===== config.mk =====
export PLATFORM = sky130hd
export DESIGN_NAME = itx_exec
export DESIGN_NICKNAME = d
export VERILOG_FILES = /design/src/rtl/itx_pkg.sv /design/src/rtl/itx_flag_if.sv /design/src/rtl/itx_flags.sv /design/src/rtl/itx_exec.sv
export SDC_FILE = /design/constraint.sdc
export NUM_CORES = 1
export LEC_CHECK = 0
export BUFFER_PORTS_ARGS = -buffer_cell sky130_fd_sc_hd__buf_2
export CAP_MARGIN = 10
export CORE_ASPECT_RATIO = 0.5
export CORE_MARGIN = 4
export CORE_UTILIZATION = 50
export CTS_CLUSTER_DIAMETER = 100
export CTS_CLUSTER_SIZE = 40
export DETAILED_ROUTE_END_ITERATION = 12
export PLACE_DENSITY = 0.77
export SLEW_MARGIN = 40
export SYNTH_ARGS = -nofsm -noshare
export SYNTH_HDL_FRONTEND = slang
export SYNTH_HIERARCHICAL = 1
export SYNTH_SLANG_ARGS = --single-unit

===== constraint.sdc =====
create_clock -name ref_clk -period 4.1 [get_ports ref_clk]
set_clock_uncertainty 0.15 [all_clocks]
set_input_delay 1.025 -clock ref_clk [delete_from_list [all_inputs] [get_ports ref_clk]]
set_output_delay 1.025 -clock ref_clk [all_outputs]
set_load 0.03 [all_outputs]

===== src/rtl/itx_pkg.sv =====
// Purpose: Shared constants and types of the interrupt/timer instruction executor
// Assumes: 4-bit core datapath, one system clock
// Notes: Operation codes are local to this block, not the core's opcode map
package itx_pkg;
  localparam int NIB_W = 4;
  localparam int CNT_W = 8;
  localparam int NUM_FLAGS = 3;
  // Flag slots in the request flag bank
  localparam int FLG_EXT0 = 0;
  localparam int FLG_T1 = 1;
  localparam int FLG_T2 = 2;
  // Bit positions inside the control nibbles
  localparam int EXT0_EN_BIT = 0;
  localparam int T1_EN_BIT = 2;
  localparam int T2_EN_BIT = 3;
  localparam int PIN_LVL_BIT = 2;
  // Reset values
  localparam logic [3:0] RST_NIB = 4'h0;
  localparam logic [7:0] RST_CNT = 8'h00;
  localparam logic RST_GIE = 1'b0;
  localparam logic RST_PIN = 1'b1;

  typedef enum logic [4:0] {
    OP_NOP = 5'h00,
    OP_IRQ_OFF = 5'h01,
    OP_IRQ_ON = 5'h02,
    OP_SKIP_EXT0 = 5'h03,
    OP_SKIP_PIN = 5'h04,
    OP_SKIP_T1 = 5'h05,
    OP_SKIP_T2 = 5'h06,
    OP_RD_ICTL1 = 5'h07,
    OP_WR_ICTL1 = 5'h08,
    OP_RD_ICTL2 = 5'h09,
    OP_WR_ICTL2 = 5'h0a,
    OP_RD_ICTL3 = 5'h0b,
    OP_WR_ICTL3 = 5'h0c,
    OP_RD_TCTL1 = 5'h0d,
    OP_WR_TCTL1 = 5'h0e,
    OP_RD_TCTL2 = 5'h0f,
    OP_WR_TCTL2 = 5'h10,
    OP_RD_TCTL3 = 5'h11,
    OP_WR_TCTL3 = 5'h12,
    OP_RD_TMR1 = 5'h13,
    OP_WR_TMR1 = 5'h14,
    OP_RD_TMR2 = 5'h15,
    OP_WR_TMR2 = 5'h16,
    OP_WR_RLD1 = 5'h17
  } itx_op_t;

  typedef enum logic [1:0] {
    ST_RUN = 2'b01,
    ST_SKIP = 2'b10
  } itx_state_t;
endpackage


===== src/rtl/itx_flag_if.sv =====
// Purpose: Carrier between executor and request flag bank
// Assumes: Same clock on both sides
// Notes: Set and clear are one-cycle pulses
`timescale 1ns/1ps
interface itx_flag_if;
  logic [itx_pkg::NUM_FLAGS-1:0] set;
  logic [itx_pkg::NUM_FLAGS-1:0] clr;
  logic [itx_pkg::NUM_FLAGS-1:0] flag;
  modport ctl (output set, output clr, input flag);
  modport bank (input set, input clr, output flag);
endinterface


===== src/rtl/itx_flags.sv =====
// Purpose: Sticky interrupt request flags
// Assumes: Set and clear pulses from logic on ref_clk
// Notes: A set in the cycle of a clear keeps the flag
`timescale 1ns/1ps
module itx_flags
(
  input wire logic ref_clk,
  input wire logic arst_n,
  itx_flag_if.bank fl
);
  typedef struct packed {
    logic [itx_pkg::NUM_FLAGS-1:0] flag;
  } itx_fst_t;

  itx_fst_t q;
  itx_fst_t d;
  logic [itx_pkg::NUM_FLAGS-1:0] nxt;

  genvar i;
  generate
    for (i = 0; i < itx_pkg::NUM_FLAGS; i++)
    begin : g_flag
      // Set wins so no request is lost
      assign nxt[i] = fl.set[i] | (q.flag[i] & ~fl.clr[i]);
    end
  endgenerate

  always_comb
  begin
    d = q;
    d.flag = nxt;
  end

  always_ff @(posedge ref_clk or negedge arst_n)
  begin
    if (!arst_n)
    begin
      q <= '0;
    end
    else
    begin
      q <= d;
    end
  end

  assign fl.flag = q.flag;
endmodule


===== src/rtl/itx_exec.sv =====
// Purpose: Executes interrupt and timer transfer instructions of the core
// Assumes: Sequencer gives one decoded operation per instr_valid pulse
// Notes: Timer counting lives outside; this block only loads and reads it
`timescale 1ns/1ps
module itx_exec
(
  input wire logic ref_clk,
  input wire logic arst_n,
  input wire logic instr_valid,
  input wire itx_pkg::itx_op_t instr_op,
  input wire logic [3:0] acc_in,
  input wire logic [3:0] b_in,
  input wire logic ext_int_pin,
  input wire logic ext0_req_set,
  input wire logic first_timer_req_set,
  input wire logic second_timer_req_set,
  input wire logic [7:0] first_timer_count,
  input wire logic [7:0] second_timer_count,
  output logic skip_next,
  output logic [3:0] acc_out,
  output logic acc_we,
  output logic [3:0] b_out,
  output logic b_we,
  output logic irq_global_enable,
  output logic [3:0] irq_ctrl_first,
  output logic [3:0] irq_ctrl_second,
  output logic [3:0] irq_ctrl_third,
  output logic [3:0] tmr_ctrl_first,
  output logic [3:0] tmr_ctrl_second,
  output logic [3:0] tmr_ctrl_third,
  output logic first_timer_load,
  output logic second_timer_load,
  output logic [7:0] timer_load_value,
  output logic [7:0] first_timer_reload,
  output logic [7:0] second_timer_reload,
  output logic ext0_req_flag,
  output logic first_timer_req_flag,
  output logic second_timer_req_flag
);
  typedef struct packed {
    itx_pkg::itx_state_t st;
    logic gie;
    logic [3:0] ic1;
    logic [3:0] ic2;
    logic [3:0] ic3;
    logic [3:0] tc1;
    logic [3:0] tc2;
    logic [3:0] tc3;
    logic [7:0] rl1;
    logic [7:0] rl2;
    logic [3:0] acc;
    logic acc_we;
    logic [3:0] b;
    logic b_we;
    logic t1_ld;
    logic t2_ld;
    logic [7:0] ld_val;
    logic [2:0] pin_sync;
    logic pin_lvl;
  } itx_est_t;

  itx_est_t q;
  itx_est_t d;
  logic exec;
  logic [2:0] clr;
  logic [2:0] flags;

  itx_flag_if fl ();

  itx_flags u_flags
  (
    .ref_clk(ref_clk),
    .arst_n(arst_n),
    .fl(fl.bank)
  );

  assign fl.set = {second_timer_req_set, first_timer_req_set, ext0_req_set};
  assign fl.clr = clr;
  assign flags = fl.flag;

  // Instruction acts only in run state; in skip state it is swallowed
  assign exec = instr_valid && (q.st == itx_pkg::ST_RUN);

  always_comb
  begin
    d = q;
    clr = 3'h0;
    d.acc_we = 1'b0;
    d.b_we = 1'b0;
    d.t1_ld = 1'b0;
    d.t2_ld = 1'b0;
    // Three-stage pin sampler; level changes only when two stages agree
    d.pin_sync = {q.pin_sync[1:0], ext_int_pin};
    if (q.pin_sync[2] == q.pin_sync[1])
    begin
      d.pin_lvl = q.pin_sync[2];
    end
    case (q.st)
      itx_pkg::ST_RUN:
      begin
        if (exec)
        begin
          case (instr_op)
            itx_pkg::OP_IRQ_OFF: d.gie = 1'b0;
            itx_pkg::OP_IRQ_ON: d.gie = 1'b1;
            itx_pkg::OP_SKIP_EXT0:
            begin
              if (!q.ic1[itx_pkg::EXT0_EN_BIT] && flags[itx_pkg::FLG_EXT0])
              begin
                d.st = itx_pkg::ST_SKIP;
                clr[itx_pkg::FLG_EXT0] = 1'b1;
              end
            end
            itx_pkg::OP_SKIP_PIN:
            begin
              // Skip when synced level equals the selected test level
              if (q.pin_lvl == q.ic3[itx_pkg::PIN_LVL_BIT])
              begin
                d.st = itx_pkg::ST_SKIP;
              end
            end
            itx_pkg::OP_SKIP_T1:
            begin
              if (!q.ic1[itx_pkg::T1_EN_BIT] && flags[itx_pkg::FLG_T1])
              begin
                d.st = itx_pkg::ST_SKIP;
                clr[itx_pkg::FLG_T1] = 1'b1;
              end
            end
            itx_pkg::OP_SKIP_T2:
            begin
              if (!q.ic1[itx_pkg::T2_EN_BIT] && flags[itx_pkg::FLG_T2])
              begin
                d.st = itx_pkg::ST_SKIP;
                clr[itx_pkg::FLG_T2] = 1'b1;
              end
            end
            itx_pkg::OP_RD_ICTL1:
            begin
              d.acc = q.ic1;
              d.acc_we = 1'b1;
            end
            itx_pkg::OP_RD_ICTL2:
            begin
              d.acc = q.ic2;
              d.acc_we = 1'b1;
            end
            itx_pkg::OP_RD_ICTL3:
            begin
              d.acc = q.ic3;
              d.acc_we = 1'b1;
            end
            itx_pkg::OP_WR_ICTL1: d.ic1 = acc_in;
            itx_pkg::OP_WR_ICTL2: d.ic2 = acc_in;
            itx_pkg::OP_WR_ICTL3: d.ic3 = acc_in;
            itx_pkg::OP_RD_TCTL1:
            begin
              d.acc = q.tc1;
              d.acc_we = 1'b1;
            end
            itx_pkg::OP_RD_TCTL2:
            begin
              d.acc = q.tc2;
              d.acc_we = 1'b1;
            end
            itx_pkg::OP_RD_TCTL3:
            begin
              d.acc = q.tc3;
              d.acc_we = 1'b1;
            end
            itx_pkg::OP_WR_TCTL1: d.tc1 = acc_in;
            itx_pkg::OP_WR_TCTL2: d.tc2 = acc_in;
            itx_pkg::OP_WR_TCTL3: d.tc3 = acc_in;
            itx_pkg::OP_RD_TMR1:
            begin
              d.b = first_timer_count[7:4];
              d.acc = first_timer_count[3:0];
              d.b_we = 1'b1;
              d.acc_we = 1'b1;
            end
            itx_pkg::OP_RD_TMR2:
            begin
              d.b = second_timer_count[7:4];
              d.acc = second_timer_count[3:0];
              d.b_we = 1'b1;
              d.acc_we = 1'b1;
            end
            itx_pkg::OP_WR_TMR1:
            begin
              d.rl1 = {b_in, acc_in};
              d.ld_val = {b_in, acc_in};
              d.t1_ld = 1'b1;
            end
            itx_pkg::OP_WR_TMR2:
            begin
              d.rl2 = {b_in, acc_in};
              d.ld_val = {b_in, acc_in};
              d.t2_ld = 1'b1;
            end
            itx_pkg::OP_WR_RLD1: d.rl1 = {b_in, acc_in};
            default: d.st = itx_pkg::ST_RUN;
          endcase
        end
      end
      itx_pkg::ST_SKIP:
      begin
        // The skipped word is dropped with no effect at all
        if (instr_valid)
        begin
          d.st = itx_pkg::ST_RUN;
        end
      end
      default: d.st = itx_pkg::ST_RUN;
    endcase
  end

  always_ff @(posedge ref_clk or negedge arst_n)
  begin
    if (!arst_n)
    begin
      q.st <= itx_pkg::ST_RUN;
      q.gie <= itx_pkg::RST_GIE;
      q.ic1 <= itx_pkg::RST_NIB;
      q.ic2 <= itx_pkg::RST_NIB;
      q.ic3 <= itx_pkg::RST_NIB;
      q.tc1 <= itx_pkg::RST_NIB;
      q.tc2 <= itx_pkg::RST_NIB;
      q.tc3 <= itx_pkg::RST_NIB;
      q.rl1 <= itx_pkg::RST_CNT;
      q.rl2 <= itx_pkg::RST_CNT;
      q.acc <= itx_pkg::RST_NIB;
      q.acc_we <= 1'b0;
      q.b <= itx_pkg::RST_NIB;
      q.b_we <= 1'b0;
      q.t1_ld <= 1'b0;
      q.t2_ld <= 1'b0;
      q.ld_val <= itx_pkg::RST_CNT;
      q.pin_sync <= {3{itx_pkg::RST_PIN}};
      q.pin_lvl <= itx_pkg::RST_PIN;
    end
    else
    begin
      q <= d;
    end
  end

  assign skip_next = q.st[1];
  assign acc_out = q.acc;
  assign acc_we = q.acc_we;
  assign b_out = q.b;
  assign b_we = q.b_we;
  assign irq_global_enable = q.gie;
  assign irq_ctrl_first = q.ic1;
  assign irq_ctrl_second = q.ic2;
  assign irq_ctrl_third = q.ic3;
  assign tmr_ctrl_first = q.tc1;
  assign tmr_ctrl_second = q.tc2;
  assign tmr_ctrl_third = q.tc3;
  assign first_timer_load = q.t1_ld;
  assign second_timer_load = q.t2_ld;
  assign timer_load_value = q.ld_val;
  assign first_timer_reload = q.rl1;
  assign second_timer_reload = q.rl2;
  assign ext0_req_flag = flags[itx_pkg::FLG_EXT0];
  assign first_timer_req_flag = flags[itx_pkg::FLG_T1];
  assign second_timer_req_flag = flags[itx_pkg::FLG_T2];
endmodule


==> metrics.md <==
| Metric | Value |
|---|---|
| Status | finished, final reports clean |
| R2R depth | 4 |
| Setup TNS | 0 ns |
| Power, Total | 2.27 mW |
| Area of placed instances | 3720 sq um |
| Post-synthesis area per instance | 12.4 sq um |
| Remaining Overflow, GRT | 0 |
| CTS Root Cell | clkbuf_16 |
| Final count of hold timing violations | 0 |
| Largest net degree at the start of global routing | 46 |
| Tcrit/Tclk final | 0.660 |
| PnR worst setup slack | 1.40 ns |
| Gpl congestion | 0.903 |
| TritonCTS clock tree | yes |
| Hold-critical path depth | 0 |
| Antenna Nets Post-Route | 0 |
| Iter 0 DRT Violations | 95 |
| Fraction of registers with async set/reset | 1.00 |
| Hold_sp | d[2]$_DFF_PN1_ |
| ANT cells | 0 |
| Total Wirelength | 7950 microns |
| Starting Density | 0.525 |
| #FFs+latches synth | 70 |
| DR vias | 2348 |
| RSZ-0062 raised after global routing | false |
| Number of buffers created by CTS | 9 |
| Nature of the critical path endpoint | flop |
| Pre-CTS WS | 1.07 ns |
| Crit Path Max Fanout | 19 |
| Fraction of layout cells with a size suffix above 1 | 0.531 |
| LEAKAGE | 1.89 nW |
| CTS Hold Bufs | 0 |
| Cell Area, Synth | 3570 sq um |
| Commonest non-fill, non-tap cell in the layout | buf_2 |
| Min cycle time layout | 2.70 ns |
| H-tree depth | 3 |
| I/O Pins | 101 |
| FMAX | 370 MHz |
| Max-cap viol count | 0 |
| Synth Instances | 287 |
| R2R Setup Slk | 1.88 ns |
| Post-Layout Cell Count | 431 |
| Die area | 8640 sq um |
| Top cells by area, synth | dfrtp_1 46%, mux2_2 16%, buf_4 12% |
| Die W | 128 microns |
| Area delta synth->final | 12.1% |
| Count of warnings emitted by yosys | 6 |
| Peak supply drop | 297 uV |
| Relative slew slack | 0.586 |
| Pre-antenna DRT Iters | 4 |
| Clk_lat worst skew | 0.33 ns |
| Post-synth top area share | 0.455 |
| Synth Flop Type | dfrtp_1 |
| Worst Hold Path EP | d[3]$_DFF_PN1_ |
| Routed WL per cell | 18.5 microns |
| Clock sinks | 70 |
| # rows | 21 |
| Final core utilization | 0.588 |
| Final setup viols | 0 |
| Synth Net Count | 323 |
| Core area | 6810 sq um |
| Initial antenna violation count | 0 |
| Dpl hpwl | 5880 microns |
| EDFF count, synth | 0 |
| Layout net count | 370 |
| Register area share after synthesis | 0.492 |
| Placed insts | 415 |
| Worst setup SP type | input port |
| Hold_ws | 0.208 ns |
| GRT Resource Usage Total | 0.194 |
| Worst-path clk slew | 0.05 ns |
| Worst Hold Class | reg2reg |
| Critical path class | in2reg |
| Design area | 4000 sq um |
| First-pass GRT wire length | 12600 microns |
| Pins Over Slew Limit | 0 |
| Die Y | 67.8 microns |
| R2R Path End | irq_ctrl_third[1]$_DFFE_PN0P_ |
| Vias/cell | 5.45 |
| Worst EP required | 4.17 ns |
| Pwr per Cell Area | 566 nW/um^2 |
| Worst Path Arrival | 2.77 ns |
| DRC viols | 0 |
| Setup bufs post-CTS | 0 |
| RR Startpoint | q[65]$_DFFE_PN1P_ |
| Leading cell types in the layout, fill and taps excluded | 100 x buf_2, 65 x dfrtp_1, 50 x mux2_2, 9 x clkbuf_16, 7 x nand3_1 |
| I/O Buffers | 100 |
| Largest area contributor in the netlist | dfrtp_1 |
| Vias in the first global route | 2363 |
| Clock Tree Buf Depth | 2 |
| PostCTS Resize Cnt | 0 |
| Distinct cells, synth | 55 |
| Worst slew pin tran | 0.621 ns |
[cell usage after synthesis, types with 2 or more instances]
| cell | number |
|---|---|
| and3b_1 | 2 |
| dfrtp_1 | 65 |
| nand3_1 | 7 |
| buf_6 | 2 |
| clkbuf_1 | 4 |
| nor2_1 | 2 |
| o2bb2ai_1 | 4 |
| dfstp_2 | 5 |
| nand2_1 | 5 |
| mux4_2 | 2 |
| nor2_2 | 2 |
| a21oi_1 | 2 |
| nor2b_1 | 3 |
| nand3b_1 | 3 |
| a22oi_1 | 5 |
| nor3_1 | 6 |
| and2_1 | 2 |
| mux2_2 | 50 |
| o32a_1 | 3 |
| xnor2_1 | 2 |
| inv_1 | 6 |
| buf_4 | 57 |
| buf_2 | 2 |
| a21o_1 | 4 |
| a32o_1 | 5 |
| nor3b_1 | 2 |
| nand2b_1 | 4 |
| o21ai_0 | 2 |
| and4b_1 | 2 |
| a41oi_1 | 2 |
[worst max-delay path, cell delays in order]
cell and delay, ns:
buf_2 0.32, nor2b_4 0.33, nand3_4 0.14, nor3b_4 0.55, mux2_2 0.40
[cell type report]
class	count	area (sq um)
fillers	572	2800
flip-flops and latches	70	1760
multi-input cells	146	1320
repair buffers	101	508
clock buffers	12	236
well taps	92	115
clock inverters	4	47.5
inverters	6	22.5
[cells by family (layout without fill, tap and decap cells)]
group	after synthesis	in the layout	synth area share
flops	70	70	0.492
fa+ha+maj	1	1	0.00280
compound gates	38	38	0.0862
buf+inv	71	123	0.139
mux	53	53	0.173
simple gates	51	51	0.0991
xor+xnor	3	3	0.00736
[layer usage]
layer  share of wire  GRT usage  up-vias
li1                -          -     1086
met5               0          0        -
met2            0.49      0.332       81
met1            0.42      0.235     1170
met4           0.015     0.0615        0
met3           0.072     0.0687       11
[power by group]
part           internal [mW]  switching [mW]  leakage (nW)  total (mW)
combinational          0.216           0.406         0.888       0.623
clock                  0.469           0.273         0.137       0.741
sequential             0.821          0.0817         0.862       0.902
[registers in the layout, indices dropped and copies added (netlist names), 2 cells and up]
register	flops
tmr_ctrl_first	4
irq_ctrl_first	4
b_out	4
tmr_ctrl_second	4
irq_ctrl_third	4
first_timer_reload	8
second_timer_reload	8
d	2
u_flags/fl.flag	3
irq_ctrl_second	4
acc_out	4
q	3
timer_load_value	8
tmr_ctrl_third	4
[worst max-delay path by stage]
stage / startpoint / endpoint / slack [ns] / cells past startpoint
final: instr_op[2] / first_timer_reload[5]$_DFFE_PN0P_ / 1.40 / 5
after global routing: instr_op[2] / second_timer_reload[5]$_DFFE_PN0P_ / 1.33 / 5
after CTS: instr_op[2] / second_timer_reload[4]$_DFFE_PN0P_ / 1.42 / 5
after detailed placement: instr_op[2] / second_timer_reload[4]$_DFFE_PN0P_ / 1.07 / 5
after global placement: instr_op[2] / first_timer_reload[7]$_DFFE_PN0P_ / 1.12 / 5
after floorplan: instr_op[2] / first_timer_reload[0]$_DFFE_PN0P_ / 1.63 / 5
Power figures use the tool's default switching activity.
